$ cat src/core/osl_pkg.sv
// constants, encodings and types for the oscillator lock and fail recovery block
package osl_pkg;
	// bus geometry
	localparam int          ADDR_W   = 8;
	localparam int          DATA_W   = 32;
	// register byte offsets
	localparam logic [7:0]  OFF_OSC  = 8'h00;
	localparam logic [7:0]  OFF_STS  = 8'h04;
	localparam logic [7:0]  OFF_MSK  = 8'h08;
	localparam logic [7:0]  OFF_STAT = 8'h0C;
	// oscillator control register fields
	localparam int          B_IPO    = 7;
	localparam int          B_XTAL   = 6;
	localparam int          B_WDTOSC = 5;
	localparam int          B_PFEN   = 4;
	localparam int          B_WFEN   = 3;
	localparam int          SEL_LO   = 0;
	localparam int          SEL_W    = 3;
	localparam logic [7:0]  OSC_RST  = 8'hA0;
	// clock source codes
	localparam logic [2:0]  SRC_IPO  = 3'h0;
	localparam logic [2:0]  SRC_WDT  = 3'h3;
	// unlock keys
	localparam logic [7:0]  KEY_1    = 8'hE7;
	localparam logic [7:0]  KEY_2    = 8'h18;
	// status and mask bits
	localparam int          ST_W     = 2;
	localparam int          ST_FAIL  = 0;
	localparam int          ST_IGN   = 1;
	// state readback fields
	localparam int          RB_FSM   = 0;
	localparam int          RB_REC   = 3;
	localparam int          RB_SRC   = 4;
	// fail detection timing
	localparam int          CLK_NS   = 5;
	localparam int          FAIL_NS  = 1000000;
	localparam int          FAIL_CYC = FAIL_NS / CLK_NS;
	localparam int          CNT_W    = 24;
	// unlock tracker states
	typedef enum logic [2:0] {
		LK_LOCKED = 3'b001,
		LK_KEY1   = 3'b010,
		LK_OPEN   = 3'b100
	} osl_lock_t;
endpackage

$ cat src/core/osl_top.sv
// oscillator select lock, primary fail detection and watchdog recovery, apb slave
`timescale 1ns/1ps
module osl_top
	import osl_pkg::*;
#(
	parameter int FAIL_CYCLES = FAIL_CYC
) (
	// clock, reset, enable
	input  wire logic              pclk,
	input  wire logic              presetn,
	input  wire logic              ce,
	// apb slave
	input  wire logic              psel,
	input  wire logic              penable,
	input  wire logic              pwrite,
	input  wire logic [ADDR_W-1:0] paddr,
	input  wire logic [DATA_W-1:0] pwdata,
	output logic      [DATA_W-1:0] prdata,
	output logic                   pready,
	output logic                   pslverr,
	// primary oscillator activity, asynchronous pin
	input  wire logic              prim_osc_in,
	// oscillator controls
	output logic                   ipo_en,
	output logic                   xtal_en,
	output logic                   wdt_osc_en,
	output logic      [SEL_W-1:0]  clk_src,
	output logic                   recovery,
	// events
	output logic                   nmi,
	output logic                   irq
);

	////////////////////////////////////////////////////////////////////////////
	// state

	typedef struct packed {
		osl_lock_t          fsm;
		logic [7:0]         osc;
		logic               rec;
		logic [ST_W-1:0]    sts;
		logic [ST_W-1:0]    msk;
		logic [CNT_W-1:0]   cnt;
		logic [2:0]         sy;
		logic [DATA_W-1:0]  rdata;
		logic               rdy;
		logic               err;
		logic               irq;
		logic               nmi;
		logic [SEL_W-1:0]   src;
	} osl_state_t;

	osl_state_t s_q;
	osl_state_t s_d;

	////////////////////////////////////////////////////////////////////////////
	// bus decode

	logic setup;
	logic access;
	logic wr;
	logic osc_wr;
	logic mapped;
	logic edge_seen;
	logic fail_ev;
	logic det_en;
	logic ign_ev;

	// access phase completes on the same edge pready is sampled high
	assign setup   = psel & ~penable;
	assign access  = psel & penable & s_q.rdy;
	assign wr      = access & pwrite;
	assign osc_wr  = wr & (paddr == OFF_OSC);
	assign mapped  = (paddr == OFF_OSC) | (paddr == OFF_STS) |
	                 (paddr == OFF_MSK) | (paddr == OFF_STAT);
	// a control write that breaks or skips the key pair is flagged
	assign ign_ev  = osc_wr &
	                 (((s_q.fsm == LK_LOCKED) & (pwdata[7:0] != KEY_1)) |
	                  ((s_q.fsm == LK_KEY1) & (pwdata[7:0] != KEY_1) &
	                   (pwdata[7:0] != KEY_2)));

	// detector looks only at the second and third sync stages
	assign edge_seen = s_q.sy[1] ^ s_q.sy[2];
	assign det_en    = s_q.osc[B_PFEN];
	assign fail_ev   = det_en & ~edge_seen &
	                   (s_q.cnt == CNT_W'(FAIL_CYCLES - 1));

	////////////////////////////////////////////////////////////////////////////
	// next state

	always_comb begin
		s_d = s_q;
		// pin synchroniser, stage 0 feeds stage 1 only
		s_d.sy = {s_q.sy[1:0], prim_osc_in};

		// unlock tracker and guarded write
		if (osc_wr) begin
			unique case (s_q.fsm)
				LK_LOCKED: begin
					if (pwdata[7:0] == KEY_1) begin
						s_d.fsm = LK_KEY1;
					end
				end
				LK_KEY1: begin
					// a repeated first key restarts the pair
					if (pwdata[7:0] == KEY_2) begin
						s_d.fsm = LK_OPEN;
					end else if (pwdata[7:0] == KEY_1) begin
						s_d.fsm = LK_KEY1;
					end else begin
						s_d.fsm = LK_LOCKED;
					end
				end
				LK_OPEN: begin
					s_d.osc = pwdata[7:0];
					s_d.fsm = LK_LOCKED;
					s_d.rec = 1'b0;
				end
				default: begin
					s_d.fsm = LK_LOCKED;
				end
			endcase
		end

		// status clear by writing ones, set wins below
		if (wr && paddr == OFF_STS) begin
			s_d.sts = s_d.sts & ~pwdata[ST_W-1:0];
		end
		if (wr && paddr == OFF_MSK) begin
			s_d.msk = pwdata[ST_W-1:0];
		end
		// set after the clear, so an ignored write beats a w1c in one cycle
		if (ign_ev) begin
			s_d.sts[ST_IGN] = 1'b1;
		end

		// slow clock watchdog counter, saturates once it has fired
		if (!det_en || edge_seen) begin
			s_d.cnt = '0;
		end else if (s_q.cnt != CNT_W'(FAIL_CYCLES)) begin
			s_d.cnt = s_q.cnt + CNT_W'(1);
		end

		// failure is non-maskable, recovery only onto a live watchdog osc
		if (fail_ev) begin
			s_d.sts[ST_FAIL] = 1'b1;
			if (s_q.osc[B_WDTOSC] &&
			    s_q.osc[SEL_LO +: SEL_W] != SRC_WDT) begin
				s_d.rec = 1'b1;
			end
		end

		// effective source follows the register unless recovering
		s_d.src = s_d.rec ? SRC_WDT : s_d.osc[SEL_LO +: SEL_W];
		s_d.nmi = s_d.sts[ST_FAIL];
		s_d.irq = |(s_d.sts & s_d.msk);

		// read data captured in setup, so access is zero wait
		s_d.rdy = setup;
		s_d.err = setup & ~mapped;
		s_d.rdata = '0;
		if (setup && !pwrite) begin
			unique case (paddr)
				OFF_OSC:  s_d.rdata[7:0] = s_q.osc;
				OFF_STS:  s_d.rdata[ST_W-1:0] = s_q.sts;
				OFF_MSK:  s_d.rdata[ST_W-1:0] = s_q.msk;
				OFF_STAT: begin
					s_d.rdata[RB_FSM +: 3] = s_q.fsm;
					s_d.rdata[RB_REC] = s_q.rec;
					s_d.rdata[RB_SRC +: SEL_W] = s_q.src;
				end
				default:  s_d.rdata = '0;
			endcase
		end
	end

	////////////////////////////////////////////////////////////////////////////
	// registers

	// reset leaves the tracker locked and the precision osc running
	always_ff @(posedge pclk or negedge presetn) begin
		if (!presetn) begin
			s_q       <= '0;
			s_q.fsm   <= LK_LOCKED;
			s_q.osc   <= OSC_RST;
			s_q.src   <= SRC_IPO;
		end else if (ce) begin
			s_q <= s_d;
		end
	end

	////////////////////////////////////////////////////////////////////////////
	// outputs

	assign prdata     = s_q.rdata;
	assign pready     = s_q.rdy;
	assign pslverr    = s_q.err;
	assign ipo_en     = s_q.osc[B_IPO];
	assign xtal_en    = s_q.osc[B_XTAL];
	assign wdt_osc_en = s_q.osc[B_WDTOSC];
	assign clk_src    = s_q.src;
	assign recovery   = s_q.rec;
	assign nmi        = s_q.nmi;
	assign irq        = s_q.irq;
endmodule

$ cat config.mk
export PLATFORM = sky130hd
export DESIGN_NAME = osl_top
export DESIGN_NICKNAME = d
export VERILOG_FILES = /design/src/core/osl_pkg.sv /design/src/core/osl_top.sv
export SDC_FILE = /design/constraint.sdc
export NUM_CORES = 1
export LEC_CHECK = 0
export BUFFER_PORTS_ARGS = -buffer_cell sky130_fd_sc_hd__buf_4
export CORE_MARGIN = 2
export CORE_UTILIZATION = 55
export CTS_BUF_LIST = sky130_fd_sc_hd__clkbuf_8
export CTS_CLUSTER_DIAMETER = 80
export DETAILED_ROUTE_END_ITERATION = 6
export GPL_TIMING_DRIVEN = 0
export PLACE_DENSITY = 0.81
export SETUP_SLACK_MARGIN = 0.4
export SLEW_MARGIN = 20
export SYNTH_ARGS = -nofsm -noshare
export SYNTH_HDL_FRONTEND = slang
export SYNTH_SLANG_ARGS = --single-unit
$ cat constraint.sdc
create_clock -name pclk -period 4.9 [get_ports pclk]
set_input_delay 0.735 -clock pclk [delete_from_list [all_inputs] [get_ports pclk]]
set_output_delay 0.735 -clock pclk [all_outputs]
set_load 0.02 [all_outputs]
; ---- Yosys cells after proc, flatten, opt, wreduce, memory -nomap -nowiden
; Index checks and enable logic that the tools add are counted.
; W data, S select, Z words.
[word_totals]
rom_bits = 0
input_bits = 47
reg_bits = 82
elab_cells = 84
n_memories = 0
output_inout_bits = 43
latch_bits = 0
mem_bits_rw = 0
[op_classes]
n_shift = 0
reduce_logical = 13
mux = 19
n_bitwise = 23
n_addsub = 1
n_eq_ne = 14
div_mod_pow = 0
magnitude_cmp = 0
n_mul = 0
[op_table]
columns = op, n
row1 = $mux W24, 2
row2 = $add A24 B1 Y24 const B, 1
row3 = $eq A24 B18 Y1 const B, 1
row4 = $ne A24 B18 Y1 const B, 1
row5 = $eq A8 B4 Y1 const B, 2
row6 = $and A1 B1 Y1, 12
row7 = $pmux W5 S2, 1
row8 = $mux W3, 3
row9 = $eq A8 B3 Y1 const B, 1
row10 = $eq A8 B5 Y1 const B, 1
row11 = $eq A8 B8 Y1 const B, 1
row12 = $logic_not A8 Y1, 1
row13 = $mux W4, 2
row14 = $mux W8, 1
row15 = $ne A8 B5 Y1 const B, 1
row16 = $ne A8 B8 Y1 const B, 1
row17 = $pmux W2 S4, 1
row18 = $mux W2, 3
row19 = $pmux W3 S2, 1
row20 = $reduce_and A3 Y1, 2
row21 = $mux W1, 5
row22 = $and A2 B2 Y2, 2
row23 = $logic_and A1 B1 Y1, 4
row24 = $or A1 B1 Y1, 4
row25 = 13 further kinds, 16

; ---- Logic depth before layout (Yosys ltp)
; Gate-level depths: netlist of the first run.
[depth]
ltp_word = 8
mapped_depth = 7
depth_no_buf = 6

; ---- Least setup slack after synthesis of the first run
; No wires, ideal clock.
[synth_path]
kind = input-to-reg
start = in paddr[1]
end = reg s_q (netlist bit det_en)
setup_time_ps = 125
n_path_buf = 1
arrival_time_ps = 2141
t_required_ps = 4775
slack_ps = 2634
stages = 6
path_cell_list = nor4_4 -> and3_1 -> nand3_1 -> or2_2 -> clkbuf_1 -> mux2_2
[synth_via]
elab_chain_len = 3
[synth_lines]
columns = element, line_no
row1 = start: declaration, osl_top.sv:16  ; input wire logic [ADDR_W-1:0] paddr,
row2 = $logic_not A8 Y1, osl_top.sv:73  ; assign osc_wr = wr & (paddr == OFF_OSC);
row3 = $and A1 B1 Y1, osl_top.sv:73
row4 = $reduce_and A3 Y1 (no source line), -
row5 = end: declaration, osl_top.sv:53  ; osl_state_t s_q;
; Every way passes these cells.
; A chain may end at the register's enable or synchronous reset.

==> run summary, run 1 <==
largest cells by area after synthesis: sky130_fd_sc_hd__dfrtp_1, sky130_fd_sc_hd__buf_4, sky130_fd_sc_hd__mux2_2, sky130_fd_sc_hd__nor2_1, sky130_fd_sc_hd__xor2_1
Core Region: 5820 um^2
NumNets Final: 448
ports placed on the boundary: 90
number of port buffers: 39
share of layout cells above drive strength 1: 0.302
Worst R2R Setup Slack: 2.69 ns
CP Capture Type: flip-flop
ant diodes: 0
Bufs on Longest Clock Path: 2
die span in y: 80.9 um
number of gates given a new drive strength after cts: 0
Pre-Repair DR Iteration Count: 5
type of element launching the critical path: input pin
post-layout total power: 0.00114 W
CTS tree: done
count of synthesis-stage warnings from yosys: 0
switching portion of total power: 0.246
Routability Congestion: 0.863
Initial Utilization: 0.560
post-synthesis instance area: 3260 um^2
total internal power: 0.000858 W
worst setup path category: input pin to flip-flop
final antenna-violating net count: 0
source-to-sink clock delay at the later pin of the worst-skew pair: 0.33 ns
worst-margin pin slew: 0.907 ns
via count of the routed design: 2712
total grt overflow: 0
clock group share of total power: 0.438
cell area after layout: 3960 um^2
proportion of power drawn by combinational gates: 0.121
most frequently used flop master after synthesis: sky130_fd_sc_hd__dfrtp_1
endpoint required time on the critical path: 5.16 ns
library cells used by synthesis: 56
worst-case headroom to the max-slew limit: 0.390
Avg WL per Cell: 15.0 um
number of H-tree levels: 3
Fin. Hold Viols: 0
final WL: 7180 um
leakage dissipation: 1.85 nW
reg-to-reg critical path startpoint: s_q[51]
number of vias per cell: 5.66
cell count after synthesis: 326
leading area contributor after synthesis: sky130_fd_sc_hd__dfrtp_1
DR iter-0 viols: 196
area growth from synthesis to layout: 21.8%
cell count of the worst reg-to-reg path: 5
synthesized flop and latch total: 57
via count of the first global-routing pass: 2619
Net Sw Power: 0.000279 W
worst setup skew after layout: 0.00714 ns
register clock-pin slew on the reported worst setup and hold paths: 0.07 ns
Sinks on Clock Net: 57
initial antenna violation count: 0
DRC violation count after routing: 0
largest net degree at the start of global routing: 58
fraction of post-synthesis cell area in the top cell type by area: 0.415
number of synthesized flops with an enable pin: 0
sequential-to-total area share from yosys stat: 0.439
worst-path fanout max: 6
dpl cell area: 3730 um^2
share of flip-flops with an asynchronous set or reset after synthesis: 1.00
Tmin final: 2.37 ns
average instance area after synthesis: 9.99 um^2
Std-Cell Rows: 28
first-pass GRT wire length: 12400 um
setup repair after global routing missed its margin: false
power density cells: 287 nW/um^2
number of pins exceeding their max-slew limit in the final report: 0
RR Endpoint: clk_src[2]
worst hold path class: input pin to async pin
part of the cycle the worst path needs: 0.483
VDD IR max: 0.192 mV
Fmax achieved: 0.422 GHz
CTS buffer count: 9
WP data arrival: 2.63 ns
setup violators final: 0
Hold WS: 0.460 ns
Clock Tree Root: sky130_fd_sc_hd__clkbuf_8
CTS hold repair buffers: 0
total die area: 6550 um^2
outcome: completed
total track usage: 0.246
post-detail-place hpwl: 5150 um
setup bufs post-CTS: 0
sequential power share: 0.441
total of max-cap violations: 0
die width: 80.9 um
Final TNS setup: 0 ns
-- cells in the mapped netlist, types with 7 or more instances --
cell type and count:
sky130_fd_sc_hd__dfrtp_1 54, sky130_fd_sc_hd__nand2_1 21, sky130_fd_sc_hd__clkbuf_1 8, sky130_fd_sc_hd__a21oi_1 8, sky130_fd_sc_hd__inv_1 8, sky130_fd_sc_hd__mux2_2 13
sky130_fd_sc_hd__nor3_1 7, sky130_fd_sc_hd__xor2_1 11, sky130_fd_sc_hd__xnor2_1 7, sky130_fd_sc_hd__nor2_1 35, sky130_fd_sc_hd__o21ai_0 9, sky130_fd_sc_hd__nand4_1 13
sky130_fd_sc_hd__buf_4 35, sky130_fd_sc_hd__nand3_1 7
-- power by group through the flow --
stage                     Combinational (W)  Sequential, W  Clock, W
after floorplan                   0.0000813       0.000512         0
after global placement             0.000134       0.000509         0
after detailed placement           0.000137       0.000510         0
after CTS                          0.000138       0.000502  0.000505
after global routing               0.000152       0.000504  0.000531
final                              0.000138       0.000502  0.000498
-- routing by layer --
metal / track usage / up-vias / part of all wire
met5: 0 / - / 0
met4: 0.0932 / 0 / 0.011
met3: 0.0578 / 11 / 0.056
met2: 0.410 / 93 / 0.52
met1: 0.311 / 1337 / 0.42
li1: - / 1271 / -
-- worst max path at each step --
stage / from / end / slack, ns / cells after the start
CTS: ce / prdata[2] / 2.49 / 6
finish: ce / prdata[2] / 2.53 / 6
global placement: ce / s_q[44] / 2.29 / 7
global route: ce / s_q[44] / 2.39 / 7
floorplan: paddr[1] / det_en / 2.63 / 6
detailed placement: ce / s_q[44] / 2.28 / 7
-- state kept, by name, indices dropped and copies added (netlist names) --
| register | flops |
|---|---|
| recovery | 1 |
| s_d | 2 |
| det_en | 1 |
| wdt_osc_en | 1 |
| xtal_en | 1 |
| pready | 1 |
| pslverr | 1 |
| irq | 1 |
| clk_src | 3 |
| s_q | 36 |
| prdata | 8 |
| ipo_en | 1 |
-- placed cells by master, fill, tap and decap left out, types with 9 or more instances in the layout --
cell,synthesis,final
sky130_fd_sc_hd__buf_4,35,74
sky130_fd_sc_hd__dfrtp_1,54,54
sky130_fd_sc_hd__nor2_1,35,35
sky130_fd_sc_hd__conb_1,1,24
sky130_fd_sc_hd__nand2_1,21,21
sky130_fd_sc_hd__nand4_1,13,13
sky130_fd_sc_hd__mux2_2,13,13
sky130_fd_sc_hd__xor2_1,11,11
sky130_fd_sc_hd__clkbuf_8,0,11
sky130_fd_sc_hd__o21ai_0,9,9
-- area by class of cell --
class,count,area (um^2)
tap,75,93.8
timing repair buffer,39,293
clock inverter,5,77.6
fill,499,1850
buffer,47,317
clock buffer,11,151
sequential,57,1430
inverter,8,30.0
multi-input combinational,237,1570
-- logic make-up (layout without fill, tap and decap cells) --
family,Yosys count,count (layout),share of synthesized area
and+or+nand+nor,135,135,0.238
DFF,57,57,0.439
buffers and inverters,55,110,0.106
AOI/OAI and AO/OA,41,41,0.0942
xor gates and xnor gates,18,18,0.0484
muxes,17,17,0.0649
adders and majority gates,2,2,0.00769
other,1,24,0.00115
-- stage by stage --
stage / cells / utilization / setup slack, ns
2_1_floorplan: 349 / - / 2.63
3_3_place_gp: 463 / 0.641 / 2.29
3_5_place_dp: 463 / 0.641 / 2.28
4_1_cts: 479 / 0.681 / 2.49
5_1_grt: 479 / 0.682 / 2.39
6_report: 479 / 0.682 / 2.53
-- worst max-delay path, stage by stage --
cell and delay [ns]:
sky130_fd_sc_hd__buf_4 0.09, sky130_fd_sc_hd__inv_1 0.11, sky130_fd_sc_hd__nor4b_1 0.48, sky130_fd_sc_hd__nand2_1 0.19, sky130_fd_sc_hd__nor3_1 0.72, sky130_fd_sc_hd__a221o_1 0.30
(Power assumes the default switching activity.)
==> run 2, diff against run 1 <==
--- a/config.mk
+++ b/config.mk
@@ -7,12 +7,12 @@
 export LEC_CHECK = 0
 export BUFFER_PORTS_ARGS = -buffer_cell sky130_fd_sc_hd__buf_4
 export CORE_MARGIN = 2
-export CORE_UTILIZATION = 55
+export CORE_UTILIZATION = 54
 export CTS_BUF_LIST = sky130_fd_sc_hd__clkbuf_8
 export CTS_CLUSTER_DIAMETER = 80
 export DETAILED_ROUTE_END_ITERATION = 6
 export GPL_TIMING_DRIVEN = 0
-export PLACE_DENSITY = 0.81
+export PLACE_DENSITY = 0.8
 export SETUP_SLACK_MARGIN = 0.4
 export SLEW_MARGIN = 20
 export SYNTH_ARGS = -nofsm -noshare
==> constraint.sdc (replaced) <==
create_clock -name pclk -period 2.2 [get_ports pclk]
set_input_delay 0.33 -clock pclk [delete_from_list [all_inputs] [get_ports pclk]]
set_output_delay 0.33 -clock pclk [all_outputs]
set_load 0.02 [all_outputs]
==> run summary, run 2 (synthesis results as in run 1) <==
worst-case headroom to the max-slew limit: 0.519
Most flops, register: s_q
number of vias per cell: 5.86
worst setup slack after layout: 0.301 ns
dpl cell area: 3750 um^2
power density cells: 589 nW/um^2
endpoint required time on the critical path: 2.44 ns
WP data arrival: 2.14 ns
die width: 81.6 um
Fin. Hold Viols: 0
worst setup skew after layout: 0.0107 ns
setup violators final: 0
Final Util: 0.751
number of port buffers: 39
via count of the routed design: 2985
via count of the first global-routing pass: 2769
CP Capture Type: flip-flop
number of placed cells counting well taps: 463
Bufs on Longest Clock Path: 2
VDD IR max: 0.437 mV
final antenna-violating net count: 0
Core Region: 5890 um^2
Clock Tree Root: sky130_fd_sc_hd__clkbuf_8
most frequent standard cell in the layout excluding fill and tap cells: sky130_fd_sc_hd__buf_4
Sinks on Clock Net: 57
worst-margin pin slew: 0.722 ns
post-detail-place hpwl: 5260 um
total die area: 6670 um^2
number of H-tree levels: 3
DRC violation count after routing: 0
total track usage: 0.265
setup repair after global routing missed its margin: true
ant diodes: 0
cell area after layout: 4420 um^2
area growth from synthesis to layout: 35.7%
largest net degree at the start of global routing: 58
Worst R2R Setup Slack: 0.30 ns
worst setup path category: flip-flop to flip-flop
outcome: completed
DR iter-0 viols: 303
worst slack at placement: -0.0961 ns
die span in y: 81.6 um
NumNets Final: 478
Initial Utilization: 0.553
share of layout cells above drive strength 1: 0.447
max FFs per register: 36
worst-path fanout max: 6
most frequent cells in the layout: sky130_fd_sc_hd__buf_4, sky130_fd_sc_hd__dfrtp_1, sky130_fd_sc_hd__nor2_1
Pre-Repair DR Iteration Count: 5
ports placed on the boundary: 90
Tmin final: 1.90 ns
Avg WL per Cell: 17.3 um
worst hold path class: input pin to async pin
final WL: 8830 um
source-to-sink clock delay at the later pin of the worst-skew pair: 0.35 ns
Fmax achieved: 0.526 GHz
register clock-pin slew on the reported worst setup and hold paths: 0.07 ns
Std-Cell Rows: 28
type of element launching the critical path: flip-flop
leakage dissipation: 2.08 nW
CTS hold repair buffers: 0
Routability Congestion: 0.813
total grt overflow: 0
first-pass GRT wire length: 13200 um
CTS tree: done
initial antenna violation count: 0
number of pins exceeding their max-slew limit in the final report: 0
CTS buffer count: 9
post-route non-filler standard cell count: 509
Hold WS: 0.0225 ns
total of max-cap violations: 0
part of the cycle the worst path needs: 0.863
==> run 2: report_power, final <==
part           leakage [nW]  switching [W]  internal [W]  total (W)
clock network         0.115       0.000452      0.000695    0.00115
registers             0.734      0.0000352       0.00108    0.00112
logic                  1.23       0.000192      0.000145   0.000337
==> run 2: through the flow <==
step | setup TNS (ns) | total power, W
floorplan | 0 | 0.00132
global placement | -0.0677 | 0.00143
detailed placement | -0.202 | 0.00144
CTS | 0 | 0.00257
global route | 0 | 0.00269
finish | 0 | 0.00260
==> run 2: critical path, stage by stage (launching register included) <==
cell	delay, ns
sky130_fd_sc_hd__dfrtp_1	0.48
sky130_fd_sc_hd__nor4_4	0.30
sky130_fd_sc_hd__nand4_1	0.14
sky130_fd_sc_hd__buf_6	0.16
sky130_fd_sc_hd__nor4_4	0.22
sky130_fd_sc_hd__buf_4	0.20
sky130_fd_sc_hd__a32oi_4	0.06
sky130_fd_sc_hd__a22o_1	0.21
==> run 2: path summary, 6_finish.rpt <==
kind / from / to / cells after the start
worst min-delay path: presetn / s_q[65] / 1
worst max register to register: s_q[57] / clk_src[2] / 7
max in group asynchronous: presetn / s_q[43] / 1
worst max-delay path: s_q[57] / clk_src[2] / 7
worst min register to register: prdata[0] / prdata[0] / 1
min in group pclk: prim_osc_in / s_d[40] / 2
==> run 2: metal layers <==
metal	up-vias	track usage	routed length, um
li1	1327	-	-
met1	1497	0.327	3420
met2	130	0.445	4650
met3	31	0.0626	554
met4	0	0.110	199
met5	-	0	0
==> run 2: cell type report <==
| type | instances | area, um^2 |
|---|---|---|
| Buffer | 47 | 329 |
| Clock buffer | 11 | 151 |
| Clock inverter | 5 | 77.6 |
| Sequential cell | 57 | 1440 |
| Fill cell | 386 | 1470 |
| Tap cell | 75 | 93.8 |
| Multi-Input combinational cell | 237 | 1760 |
| Inverter | 8 | 30.0 |
| Timing Repair Buffer | 69 | 533 |
==> run 2: repair_timing <==
action | CTS | global route
gates resized for setup | 22 | 36
buffers inserted | 16 | 13
setup endpoints to repair | 40 | 32
cloned | 1 | 0
pin swaps | 8 | 7
